--- src/include/urpu_pkg.sv ---
// shared constants and types of the serial receiver with parity unit
package urpu_pkg;
  // ----------------------------------------
  // register byte offsets
  // ----------------------------------------
  localparam logic [7:0] URPU_OFF_DATA = 8'h00; // data_buffer_location
  localparam logic [7:0] URPU_OFF_STAT = 8'h04; // status_reg_a
  localparam logic [7:0] URPU_OFF_CTRL = 8'h08; // control_reg_b
  localparam logic [7:0] URPU_OFF_CFG  = 8'h0c; // frame_config_reg_c
  localparam logic [7:0] URPU_OFF_BAUD = 8'h10; // oversample divisor
  // ----------------------------------------
  // field positions
  // ----------------------------------------
  localparam int URPU_STAT_RXC  = 7; // rx_complete_flag
  localparam int URPU_STAT_TXE  = 5; // transmitter empty
  localparam int URPU_STAT_FE   = 4; // frame_error_flag
  localparam int URPU_STAT_DOR  = 3; // overrun_flag
  localparam int URPU_STAT_PE   = 2; // parity_error_flag
  localparam int URPU_STAT_U2X  = 1; // double_speed_bit
  localparam int URPU_CTRL_RXIE = 7; // rx_complete_irq_enable
  localparam int URPU_CTRL_RX_ENABLE_BIT = 4; // rx_enable_bit
  localparam int URPU_CTRL_TX_ENABLE_BIT = 3; // tx_enable_bit
  localparam int URPU_CTRL_CSZ2 = 2; // char_size_field bit 2
  localparam int URPU_CTRL_RX_NINTH_BIT = 1; // rx_ninth_bit
  localparam int URPU_CTRL_TX_NINTH_BIT = 0; // tx_ninth_bit
  localparam int URPU_CFG_SYNC  = 6; // synchronous mode
  localparam int URPU_CFG_PM    = 4; // parity_mode_field, 2 bits
  localparam int URPU_CFG_SBS   = 3; // stop_bit_select
  localparam int URPU_CFG_CSZ   = 1; // char_size_field bits 1:0
  // ----------------------------------------
  // reset values and codes
  // ----------------------------------------
  localparam logic [7:0]  URPU_CTRL_RST = 8'h00;
  localparam logic [7:0]  URPU_CFG_RST  = 8'h06;
  localparam logic [15:0] URPU_BAUD_RST = 16'h000c;
  localparam logic [4:0]  URPU_OSR_NORM = 5'h10; // samples per bit, normal
  localparam logic [4:0]  URPU_OSR_DBL  = 5'h08; // samples per bit, double
  localparam logic [2:0]  URPU_CSZ_NINE = 3'h7;
  localparam logic [1:0]  URPU_RESP_OK  = 2'h0;
  localparam logic [1:0]  URPU_RESP_DEC = 2'h3;
  // ----------------------------------------
  // types
  // ----------------------------------------
  typedef enum logic [3:0] {
    URPU_IDLE  = 4'b0001,
    URPU_START = 4'b0010,
    URPU_DATA  = 4'b0100,
    URPU_STOP  = 4'b1000
  } urpu_rx_st_t;
  typedef struct packed {
    logic       pe;  // parity error of this frame
    logic       overrun_flag; // data lost before this frame
    logic       fe;  // first stop bit sampled low
    logic [8:0] d;   // data, unused upper bits zero
  } urpu_ent_t;
endpackage

--- src/urpu_top.sv ---
// serial receiver with two-entry buffer, tx parity insertion, axi4-lite registers
`timescale 1ns/1ns
module urpu_top
  import urpu_pkg::*;
(
  input  wire logic        core_clk,
  input  wire logic        rst,
  input  wire logic        serial_in_pin,
  input  wire logic        transfer_clock_pin,
  output logic             serial_out_pin,
  output logic             serial_out_oe,
  output logic             rx_pin_owned,
  output logic             rx_irq,
  input  wire logic [7:0]  s_axi_awaddr,
  input  wire logic        s_axi_awvalid,
  output logic             s_axi_awready,
  input  wire logic [31:0] s_axi_wdata,
  input  wire logic [3:0]  s_axi_wstrb,
  input  wire logic        s_axi_wvalid,
  output logic             s_axi_wready,
  output logic [1:0]       s_axi_bresp,
  output logic             s_axi_bvalid,
  input  wire logic        s_axi_bready,
  input  wire logic [7:0]  s_axi_araddr,
  input  wire logic        s_axi_arvalid,
  output logic             s_axi_arready,
  output logic [31:0]      s_axi_rdata,
  output logic [1:0]       s_axi_rresp,
  output logic             s_axi_rvalid,
  input  wire logic        s_axi_rready
);
  // ----------------------------------------
  // state
  // ----------------------------------------
  typedef struct packed {
    logic              rs1, rs2, xs1, xs2, xs3; // pin synchronisers
    logic [7:0]        ctrl, cfg;      // control and frame config
    logic              u2x;            // double speed
    logic [15:0]       baud, bcnt;     // oversample divisor, counter
    urpu_rx_st_t       st;             // receive state
    logic [4:0]        scnt;           // sample number within bit
    logic [1:0]        v;              // first two centre samples
    logic              rprev;          // line at previous tick
    logic [3:0]        bidx;           // received bit index
    logic [9:0]        sh;             // receive shift register
    urpu_ent_t [1:0]   fifo;           // receive buffer
    logic              rp, wp;         // buffer pointers
    logic [1:0]        cnt;            // buffer fill
    urpu_ent_t         pend;           // complete char in shifter
    logic              pend_v, ovr;    // waiting char, overrun seen
    logic [8:0]        tbuf;           // transmit buffer
    logic              tbuf_v, tbusy;  // tx buffer full, shifting
    logic [12:0]       frm;            // outgoing frame, lsb first
    logic [3:0]        tleft;          // bits left in frame
    logic [4:0]        tcnt;           // tx samples within bit
    logic              out, toe, own, irq;
    logic              awr, wr, bv, arr, rv;
    logic [1:0]        bresp, rresp;
    logic [31:0]       rdata;
  } urpu_state_t;

  urpu_state_t q, d;
  logic        tick, xck_rise, sync, dec, bitv, tx_bt;  // shared strobes
  logic        start_ok, done, push, pop;
  urpu_ent_t   push_ent, fr, head;
  logic [4:0]  spb, mid;
  logic [3:0]  sz, nbits;
  logic [8:0]  mask, tm;
  logic [12:0] tfrm;

  // ----------------------------------------
  // next-state logic
  // ----------------------------------------
  always_comb begin
    d = q;
    push = 1'b0;
    pop = 1'b0;
    start_ok = 1'b0;
    done = 1'b0;
    push_ent = '0;
    tfrm = 13'h1fff;
    // two flip-flops before any pin is looked at
    d.rs1 = serial_in_pin;
    d.rs2 = q.rs1;
    d.xs1 = transfer_clock_pin;
    d.xs2 = q.xs1;
    d.xs3 = q.xs2;
    xck_rise = q.xs2 & ~q.xs3;
    sync = q.cfg[URPU_CFG_SYNC];
    // oversample tick from the divisor
    tick = (q.bcnt == 16'h0000);
    d.bcnt = tick ? q.baud : q.bcnt - 16'h0001;
    spb = q.u2x ? URPU_OSR_DBL : URPU_OSR_NORM;
    mid = spb >> 1;
    // character size 5..9
    sz = ({q.ctrl[URPU_CTRL_CSZ2], q.cfg[URPU_CFG_CSZ +: 2]} == URPU_CSZ_NINE) ? 4'h9
         : {2'h0, q.cfg[URPU_CFG_CSZ +: 2]} + 4'h5;
    mask = 9'h1ff >> (4'h9 - sz);
    nbits = sz + {3'h0, q.cfg[URPU_CFG_PM + 1]};
    head = q.fifo[q.rp];

    // ---- axi write: take address and data together ----
    d.awr = s_axi_awvalid & s_axi_wvalid & ~q.awr & ~q.bv;
    d.wr = d.awr;
    if (q.bv && s_axi_bready) begin
      d.bv = 1'b0;
    end
    if (q.awr) begin
      d.bv = 1'b1;
      d.bresp = URPU_RESP_OK;
      case (s_axi_awaddr)
        URPU_OFF_DATA: begin
          // a write while the tx buffer is full is dropped
          if (s_axi_wstrb[0] && q.ctrl[URPU_CTRL_TX_ENABLE_BIT] && !q.tbuf_v) begin
            d.tbuf = {q.ctrl[URPU_CTRL_TX_NINTH_BIT], s_axi_wdata[7:0]};
            d.tbuf_v = 1'b1;
          end
        end
        // error flag positions ignore writes; only speed is writable
        URPU_OFF_STAT: if (s_axi_wstrb[0]) d.u2x = s_axi_wdata[URPU_STAT_U2X];
        URPU_OFF_CTRL: if (s_axi_wstrb[0]) d.ctrl = s_axi_wdata[7:0];
        URPU_OFF_CFG:  if (s_axi_wstrb[0]) d.cfg = s_axi_wdata[7:0];
        URPU_OFF_BAUD: begin
          if (s_axi_wstrb[0]) d.baud[7:0] = s_axi_wdata[7:0];
          if (s_axi_wstrb[1]) d.baud[15:8] = s_axi_wdata[15:8];
        end
        default: d.bresp = URPU_RESP_DEC;
      endcase
    end

    // ---- axi read ----
    d.arr = s_axi_arvalid & ~q.arr & ~q.rv;
    if (q.rv && s_axi_rready) begin
      d.rv = 1'b0;
    end
    if (q.arr) begin
      d.rv = 1'b1;
      d.rresp = URPU_RESP_OK;
      d.rdata = 32'h0000_0000;
      case (s_axi_araddr)
        URPU_OFF_DATA: begin
          d.rdata[7:0] = head.d[7:0];
          pop = (q.cnt != 2'h0);
        end
        URPU_OFF_STAT: begin
          d.rdata[URPU_STAT_RXC] = (q.cnt != 2'h0);
          d.rdata[URPU_STAT_TXE] = ~q.tbuf_v & ~q.tbusy;
          d.rdata[URPU_STAT_FE] = head.fe;
          d.rdata[URPU_STAT_DOR] = head.overrun_flag;
          d.rdata[URPU_STAT_PE] = head.pe;
          d.rdata[URPU_STAT_U2X] = q.u2x;
        end
        URPU_OFF_CTRL: begin
          d.rdata[7:0] = q.ctrl;
          d.rdata[URPU_CTRL_RX_NINTH_BIT] = head.d[8];
        end
        URPU_OFF_CFG:  d.rdata[7:0] = q.cfg;
        URPU_OFF_BAUD: d.rdata[15:0] = q.baud;
        default:       d.rresp = URPU_RESP_DEC;
      endcase
    end

    // ---- receiver: sampling and vote ----
    bitv = sync ? q.rs2 : ((q.v[0] & q.v[1]) | (q.v[0] & q.rs2) | (q.v[1] & q.rs2));
    // synchronous mode takes one decision per rising transfer clock edge
    dec = sync ? xck_rise : (tick && q.scnt == mid + 5'h02);
    if (tick) begin
      d.rprev = q.rs2;
    end
    if (tick && q.st != URPU_IDLE) begin
      d.scnt = (q.scnt == spb) ? 5'h01 : q.scnt + 5'h01;
    end
    if (tick && q.scnt == mid) d.v[0] = q.rs2;
    if (tick && q.scnt == mid + 5'h01) d.v[1] = q.rs2;
    case (q.st)
      URPU_IDLE: begin
        // falling edge in async mode, counted as sample one; sync mode starts on a low line at a transfer clock rise
        if (sync ? (xck_rise && !q.rs2) : (tick && q.rprev && !q.rs2)) begin
          start_ok = 1'b1;
          d.st = sync ? URPU_DATA : URPU_START;
          d.scnt = 5'h01;
          d.bidx = 4'h0;
        end
      end
      URPU_START: if (dec) d.st = bitv ? URPU_IDLE : URPU_DATA;
      URPU_DATA: begin
        if (dec) begin
          d.sh[q.bidx] = bitv;
          if (q.bidx == nbits - 4'h1) d.st = URPU_STOP;
          else d.bidx = q.bidx + 4'h1;
        end
      end
      URPU_STOP: begin
        // idle right after the vote, so a second stop is just idle line
        if (dec) begin
          done = 1'b1;
          d.st = URPU_IDLE;
        end
      end
      default: d.st = URPU_IDLE;
    endcase
    if (start_ok && q.cnt == 2'h2 && q.pend_v) begin
      d.ovr = 1'b1;
    end
    // finished frame with its flags
    fr.d = q.sh[8:0] & mask;
    fr.fe = ~bitv;
    fr.overrun_flag = 1'b0;
    fr.pe = q.cfg[URPU_CFG_PM + 1] & (^fr.d ^ q.sh[sz] ^ q.cfg[URPU_CFG_PM]);

    // ---- receive buffer: pop, move waiting char, then new frame ----
    if (pop) begin
      d.cnt = q.cnt - 2'h1;
      d.rp = ~q.rp;
    end
    if (q.pend_v && d.cnt != 2'h2) begin
      push = 1'b1;
      push_ent = q.pend;
      push_ent.overrun_flag = q.ovr;
      d.fifo[d.wp] = push_ent;
      d.wp = ~d.wp;
      d.cnt = d.cnt + 2'h1;
      d.pend_v = 1'b0;
      d.ovr = 1'b0;
    end
    if (done) begin
      if (!d.pend_v && d.cnt != 2'h2) begin
        push = 1'b1;
        push_ent = fr;
        d.fifo[d.wp] = fr;
        d.wp = ~d.wp;
        d.cnt = d.cnt + 2'h1;
      end else begin
        // a char still waiting here is lost to the new one
        d.pend = fr;
        d.pend_v = 1'b1;
      end
    end
    // disabling the receiver is immediate and drops everything
    if (!d.ctrl[URPU_CTRL_RX_ENABLE_BIT]) begin
      d.st = URPU_IDLE;
      d.cnt = 2'h0;
      d.rp = 1'b0;
      d.wp = 1'b0;
      d.pend_v = 1'b0;
      d.ovr = 1'b0;
    end
    d.own = d.ctrl[URPU_CTRL_RX_ENABLE_BIT];
    d.irq = d.ctrl[URPU_CTRL_RXIE] & (d.cnt != 2'h0);

    // ---- transmitter: frame build and shift ----
    tm = q.tbuf & mask;
    tfrm[0] = 1'b0;
    for (int i = 0; i < 9; i++) begin
      if (4'(i) < sz) tfrm[i + 1] = tm[i];
    end
    if (q.cfg[URPU_CFG_PM + 1]) begin
      tfrm[sz + 4'h1] = ^tm ^ q.cfg[URPU_CFG_PM];
    end
    tx_bt = sync ? xck_rise : (tick && q.tcnt == spb - 5'h01);
    if (tick) begin
      d.tcnt = (q.tcnt == spb - 5'h01) ? 5'h00 : q.tcnt + 5'h01;
    end
    if (q.tbusy) begin
      if (tx_bt) begin
        d.frm = {1'b1, q.frm[12:1]};
        d.tleft = q.tleft - 4'h1;
        if (q.tleft == 4'h1) d.tbusy = 1'b0;
      end
    end else if (q.tbuf_v) begin
      d.frm = tfrm;
      d.tleft = 4'h2 + nbits + {3'h0, q.cfg[URPU_CFG_SBS]};
      d.tbusy = 1'b1;
      d.tbuf_v = 1'b0;
      d.tcnt = 5'h00;
    end
    d.out = d.tbusy ? d.frm[0] : 1'b1;
    // pin kept until the shifter and buffer are empty
    d.toe = d.ctrl[URPU_CTRL_TX_ENABLE_BIT] | d.tbusy | d.tbuf_v;
  end

  // ----------------------------------------
  // registers
  // ----------------------------------------
  always_ff @(posedge core_clk) begin
    if (rst) begin
      q <= '0;
      q.rs1 <= 1'b1;
      q.rs2 <= 1'b1;
      q.rprev <= 1'b1;
      q.ctrl <= URPU_CTRL_RST;
      q.cfg <= URPU_CFG_RST;
      q.baud <= URPU_BAUD_RST;
      q.st <= URPU_IDLE;
      q.out <= 1'b1;
    end else begin
      q <= d;
    end
  end

  // outputs straight from flops
  assign serial_out_pin = q.out;
  assign serial_out_oe  = q.toe;
  assign rx_pin_owned   = q.own;
  assign rx_irq         = q.irq;
  assign s_axi_awready  = q.awr;
  assign s_axi_wready   = q.wr;
  assign s_axi_bvalid   = q.bv;
  assign s_axi_bresp    = q.bresp;
  assign s_axi_arready  = q.arr;
  assign s_axi_rvalid   = q.rv;
  assign s_axi_rresp    = q.rresp;
  assign s_axi_rdata    = q.rdata;
endmodule

--- config.mk ---
export PLATFORM = sky130hd
export DESIGN_NAME = urpu_top
export DESIGN_NICKNAME = d
export VERILOG_FILES = /design/src/include/urpu_pkg.sv /design/src/urpu_top.sv
export SDC_FILE = /design/constraint.sdc
export NUM_CORES = 1
export LEC_CHECK = 0
export ABC_AREA = 1
export BUFFER_PORTS_ARGS = -buffer_cell sky130_fd_sc_hd__buf_4
export CORE_ASPECT_RATIO = 1.4
export CORE_MARGIN = 8
export CORE_UTILIZATION = 39
export CTS_CLUSTER_SIZE = 16
export DETAILED_ROUTE_END_ITERATION = 8
export GPL_ROUTABILITY_DRIVEN = 0
export PLACE_DENSITY_LB_ADDON = 0.3
export RECOVER_POWER = 50
export SKIP_CTS_REPAIR_TIMING = 1
export SYNTH_ARGS = -nofsm -noshare
export SYNTH_HDL_FRONTEND = slang
export SYNTH_SLANG_ARGS = --single-unit
--- constraint.sdc ---
create_clock -name core_clk -period 5.36 [get_ports core_clk]
set_clock_uncertainty 0.15 [all_clocks]
set_input_delay 1.072 -clock core_clk [delete_from_list [all_inputs] [get_ports core_clk]]
set_output_delay 1.072 -clock core_clk [all_outputs]
set_load 0.05 [all_outputs]
-- Word level (Yosys, flattened, before mapping)
Index checks and enable logic that the tools add are counted.
- memories kept: 0
- flip-flop bits (word level): 182
- bits in writable memories: 0
- word-level logic and storage cells: 304
- bits in latches: 0
- output and inout port bits: 45
- bits in read-only memories: 0
- mux-type cells: 97
- $lt $le $gt $ge: 19
- $mul: 0
- add/subtract/negate cells: 18
- bitwise logic cells: 35
- shift operators: 1
- div/mod/pow operators: 0
- reduce and logical (&&, ||, !) cells: 50
- equality and inequality tests: 31
- operators with widths (kind ; count):
    $mux W24 ; 4
    $mux W8 ; 7
    $bwmux W24 ; 2
    $mux W12 ; 4
    $mux W16 ; 3
    $mux W18 ; 2
    $mux W5 ; 7
    $mux W1 ; 34
    $mux W33 ; 1
    $eq A8 B4 Y1 const B ; 4
    $mux W4 ; 7
    $mux W13 ; 2
    $pmux W5 S5 ; 1
    $demux W12 S1 ; 2
    $eq A5 B5 Y1 ; 4
    $logic_and A1 B1 Y1 ; 20
    $and A9 B9 Y9 ; 2
    $reduce_and A3 Y1 ; 6
    $reduce_xor A9 Y1 ; 2
    $eq A8 B3 Y1 const B ; 2
    $eq A8 B5 Y1 const B ; 2
    $logic_not A16 Y1 ; 1
    $logic_not A8 Y1 ; 2
    $lt A3 B4 Y1 const A ; 4
    other kinds (56) ; 126

-- Depth between registers and ports, before layout
- word-level depth: 17
- gate-level depth with buffers: 25
- mapped depth without buffers: 24

-- Worst setup path after synthesis
OpenSTA, ideal clock, no wires.
- kind: input -> register
- from: in s_axi_araddr[5]
- to: reg q[102] (netlist bit)
- data arrival time: 3.964 ns
- slack: 1.126 ns
- cell stages on the path: 21
- cells stage by stage: nor2_1 > nand2_1 > nor2_1 > nand2_1 > inv_2 > nand2_1 > o21ai_0 > inv_1 > ha_1 > nor2_1 > inv_1 > nor2_1 > nor2_1 > ha_1 > a21oi_1 > inv_1 > nor2_2 > nand2_2 > buf_2 > o21ai_0 > a21oi_1
- longest elaborated chain between the ends: 14
- elaborated cells between the ends (all ways): 21
- those cells by class: 1 x add/sub; 2 x order compare; 2 x eq/ne; 11 x mux; 5 x reduce/logical
- ends and longest elaborated chain (element ; RTL line ; source):
    from (decl) ; urpu_top.sv:24 ; input wire logic [7:0] s_axi_araddr,
    $logic_not A8 Y1 (*) ; urpu_top.sv:140 ; case (s_axi_araddr)
    $mux W1 (*) ; urpu_top.sv:140 ;
    $mux W1 (*) ; urpu_top.sv:136 ; if (q.arr) begin
    $mux W2 (*) ; urpu_top.sv:212 ; if (pop) begin
    $ne A2 B2 Y1 ; urpu_top.sv:216 ; if (q.pend_v && d.cnt != 2'h2) begin
    $logic_and A1 B1 Y1 ; urpu_top.sv:216 ;
    $mux W3 ; urpu_top.sv:216 ;
    $lt A1 B2 Y1 (not written as such) or $ge A1 B1 Y1 (tied branches) ; urpu_top.sv:230 ; d.fifo[d.wp] = fr;
    $logic_and A1 B1 Y1 (not written as such) ; urpu_top.sv:230 ;
    $mux W12 (not written as such) ; urpu_top.sv:230 ;
    $demux W12 S1 ; urpu_top.sv:230 ;
    $bwmux W24 ; urpu_top.sv:230 ;
    $mux W24 ; urpu_top.sv:227 ; if (!d.pend_v && d.cnt != 2'h2) begin
    $mux W24 (*) ; urpu_top.sv:226 ; if (done) begin
    to (decl) ; urpu_top.sv:62 ; urpu_state_t q, d;
Every way passes the cells marked *; elsewhere a longest branch is shown, timed or not.
A chain may end at the register's enable or synchronous reset.

-- Final worst setup path
- from: in s_axi_araddr[0]
- to: reg q[103] (netlist bit)
Same word-level chain as after synthesis.

==> results.py <==
metrics = {
    "power_and_ir_drop": {
        "p_per_area_nw_per_um2": 297.7,
        "ir_drop_mv": 0.2075,
        "p_leak_nw": 4.431,
        "total_power_w": 0.003157,
    },
    "sta": {
        "setup_violations": 0,
        "min_period_ps": 4616,
        "fin_ws_ps": 743.7,
        "hold_viol": 0,
        "rsz0062_at_grt": "false",
        "tightest_slew_ps": 2773,
        "worst_hold_slack_ps": 257.4,
        "max_freq_mhz": 216.6,
        "slew_headroom_pct": -84.89,
        "layout_worst_path_cycle_share_pct": 86.12,
        "finalMaxSlewViolations": 98,
        "final.setup.tns_ps": 0,
    },
    "logic_synthesis": {
        "synth-simple-area-share_pct": 25.60,
        "synth_top_family_by_area": "simple AND/OR/NAND/NOR gates",
        "synth.avg_cell_area_um2": 7.009,
        "async_flop_share_pct": 0,
        "ys.flop_type": "dfxtp_1",
        "synth_seq_area_share_pct": 37.17,
        "yosysWarningCount": 0,
        "synth_xor_area_share_pct": 2.740,
        "yosys-top-cells-area": "dfxtp_1 (37%), nand2_1 (9.0%), a21oi_1 (7.0%)",
        "yosysTopAreaCell": "dfxtp_1",
        "synth_mux_area_share_pct": 0.6916,
        "synth-seq-cells": 178,
        "yosysTopAreaCellShare_pct": 37.17,
        "postSynthCellCount": 1368,
        "synth_edf_count": 0,
        "synth_fa_ha_area_share_pct": 3.393,
        "synth.distinct_cells": 52,
        "synth-compound-area-share_pct": 18.18,
        "synthesis.area_um2": 9588,
    },
    "drt": {
        "wire_per_inst_um": 15.46,
        "drcViolationCount": 0,
        "drt_iter0_drc": 607,
        "wirelength_um": 26710,
        "via_count": 8805,
        "antenna_left": 0,
        "first_pass_iters": 5,
        "vias_per_cell": 5.098,
    },
    "flow_run": {
        "maxCapViolCount": 2,
    },
    "global_routing": {
        "grt_pass1_wl_um": 43330,
        "grtUsageTotal_pct": 18.02,
        "grt_pass1_vias": 8540,
        "grt_max_degree": 52,
        "antenna_found_initial": 1,
        "grt-ovfl-total": 0,
    },
    "run_status": {
        "outcome": "complete, but fails checks",
        "violations": "max-capacitance violations, max-slew violations",
    },
    "clock_tree": {
        "cts_made_buffers": 17,
        "cts-root-buf": "clkbuf_16",
        "cts_max_level": 4,
        "clock_latency_ps": 440,
        "cts.sinks": 178,
        "clk_pin_slew_ps": 70,
        "tritoncts": "done",
        "cts_max_path_buffers": 2,
    },
    "floorplan": {
        "rows": 68,
        "top_level_ports": 106,
        "die_h_um": 201.5,
        "core_um2": 24420,
        "fp.dieArea_um2": 29930,
        "die_w_um": 148.5,
        "initial_core_util_pct": 39.27,
    },
    "worst_setup_path": {
        "crit-reg2reg-launch": "q[92]",
        "endpoint_kind": "register",
        "cp.arrival_ps": 4840,
        "startpoint": "s_axi_araddr[0]",
        "crit_fanout": 13,
        "critPathKind": "in2reg",
        "critPathRequiredTime_ps": 5580,
        "setup.worst_path.start_class": "primary input",
    },
    "cells_and_area": {
        "area_delta_synth_final_pct": 10.64,
        "final_common_cell": "nand2_1",
        "final_area_um2": 10610,
        "fillers": 2533,
        "final_cell_mix": "nand2_1 (231), dfxtp_1 (178), inv_1 (164)",
        "nets": 1485,
        "drive_above_1_share_pct": 9.922,
    },
    "placement": {
        "post-dp-hpwl_um": 20140,
        "dpl_cell_area_um2": 10150,
        "dp_slack_ps": 350.6,
        "port_buffers": 71,
    },
    "hold_path": {
        "hp-start": "d[196]",
        "hp-class": "reg2reg",
    },
}
-- critical path: stages --
cell	delay, ps
buf_4	110
inv_1	40
nand2_1	100
nor3_2	240
nand2_1	180
inv_2	180
nand2_1	140
o21ai_0	250
inv_1	70
ha_1	210
nor2_1	310
inv_1	140
nor2_1	150
nor2_1	80
ha_1	200
a21oi_1	390
inv_1	100
nor2_2	180
nand2_2	180
clkinv_2	210
o21ai_0	110
a21oi_1	190
-- flip-flops by register name (all words and copies together), names as in the netlist, named ones only --
signal	flops
d	3
q	140
rx_irq	1
s_axi_arready	1
s_axi_bresp	1
s_axi_bvalid	1
s_axi_rdata	16
s_axi_rresp	1
s_axi_rvalid	1
s_axi_wready	1
serial_out_oe	1
serial_out_pin	1
-- power by group --
group          internal, W  switching (W)  leakage [nW]
Combinational     0.000152       0.000304          2.71
Clock             0.000709       0.000564         0.280
Sequential         0.00138      0.0000462          1.44
Total              0.00224       0.000914          4.43
-- per-stage QoR --
step / utilization (%) / std cells
after floorplan: - / 1383
after global placement: 41.57 / 1694
after detailed placement: 41.57 / 1694
after CTS: 43.99 / 1726
after global routing: 43.44 / 1727
final: 43.44 / 1727
-- cells in the mapped netlist, types with 11 or more instances --
cell type,number
a211oi_1,11
xnor2_1,14
nand4_1,13
a21oi_1,135
xor2_1,16
nand3_1,82
o21ai_0,131
clkbuf_1,33
inv_1,163
dfxtp_1,178
nor3_1,35
buf_4,38
nand2_1,230
nor2_1,131
ha_1,26
-- final cells by class --
class,count,area [µm²],area share (%)
multi-input combinational,944,4908,46.27
sequential,178,3563,33.59
inverter,175,658.1,6.204
timing repair buffer,82,488.0,4.600
clock buffer,20,446.7,4.211
tap,315,394.1,3.715
clock inverter,12,146.4,1.380
antenna,1,2.502,0.02359
-- worst paths after layout --
kind	cells after the start	slack, ps	to
setup / recovery	22	740	q[103]
hold / removal	2	260	d[195]
setup reg to reg	19	1420	q[103]
hold reg to reg	2	260	d[195]
-- cell families (layout without fill, tap and decap cells) --
group | Yosys count | in the layout
AND/OR/NAND/NOR | 545 | 545
flip-flops | 178 | 178
other | 1 | 17
adder cells (fa/ha/maj) | 26 | 26
multiplexers | 6 | 6
XOR/XNOR | 30 | 30
buffers and inverters | 261 | 289
AO/OA/AOI/OAI | 321 | 321
-- metal layers --
| metal | vias to the layer above | share of wire (%) | wire length, µm | track usage (%) |
|---|---|---|---|---|
| met5 | - | 0 | 0 | 0 |
| met4 | 0 | 3.1 | 831 | 7.673 |
| met3 | 51 | 4.8 | 1290 | 3.103 |
| met2 | 216 | 52 | 13840 | 33.25 |
| met1 | 4043 | 40 | 10740 | 19.59 |
| li1 | 4495 | - | - | - |
(Power assumes the default switching activity.)
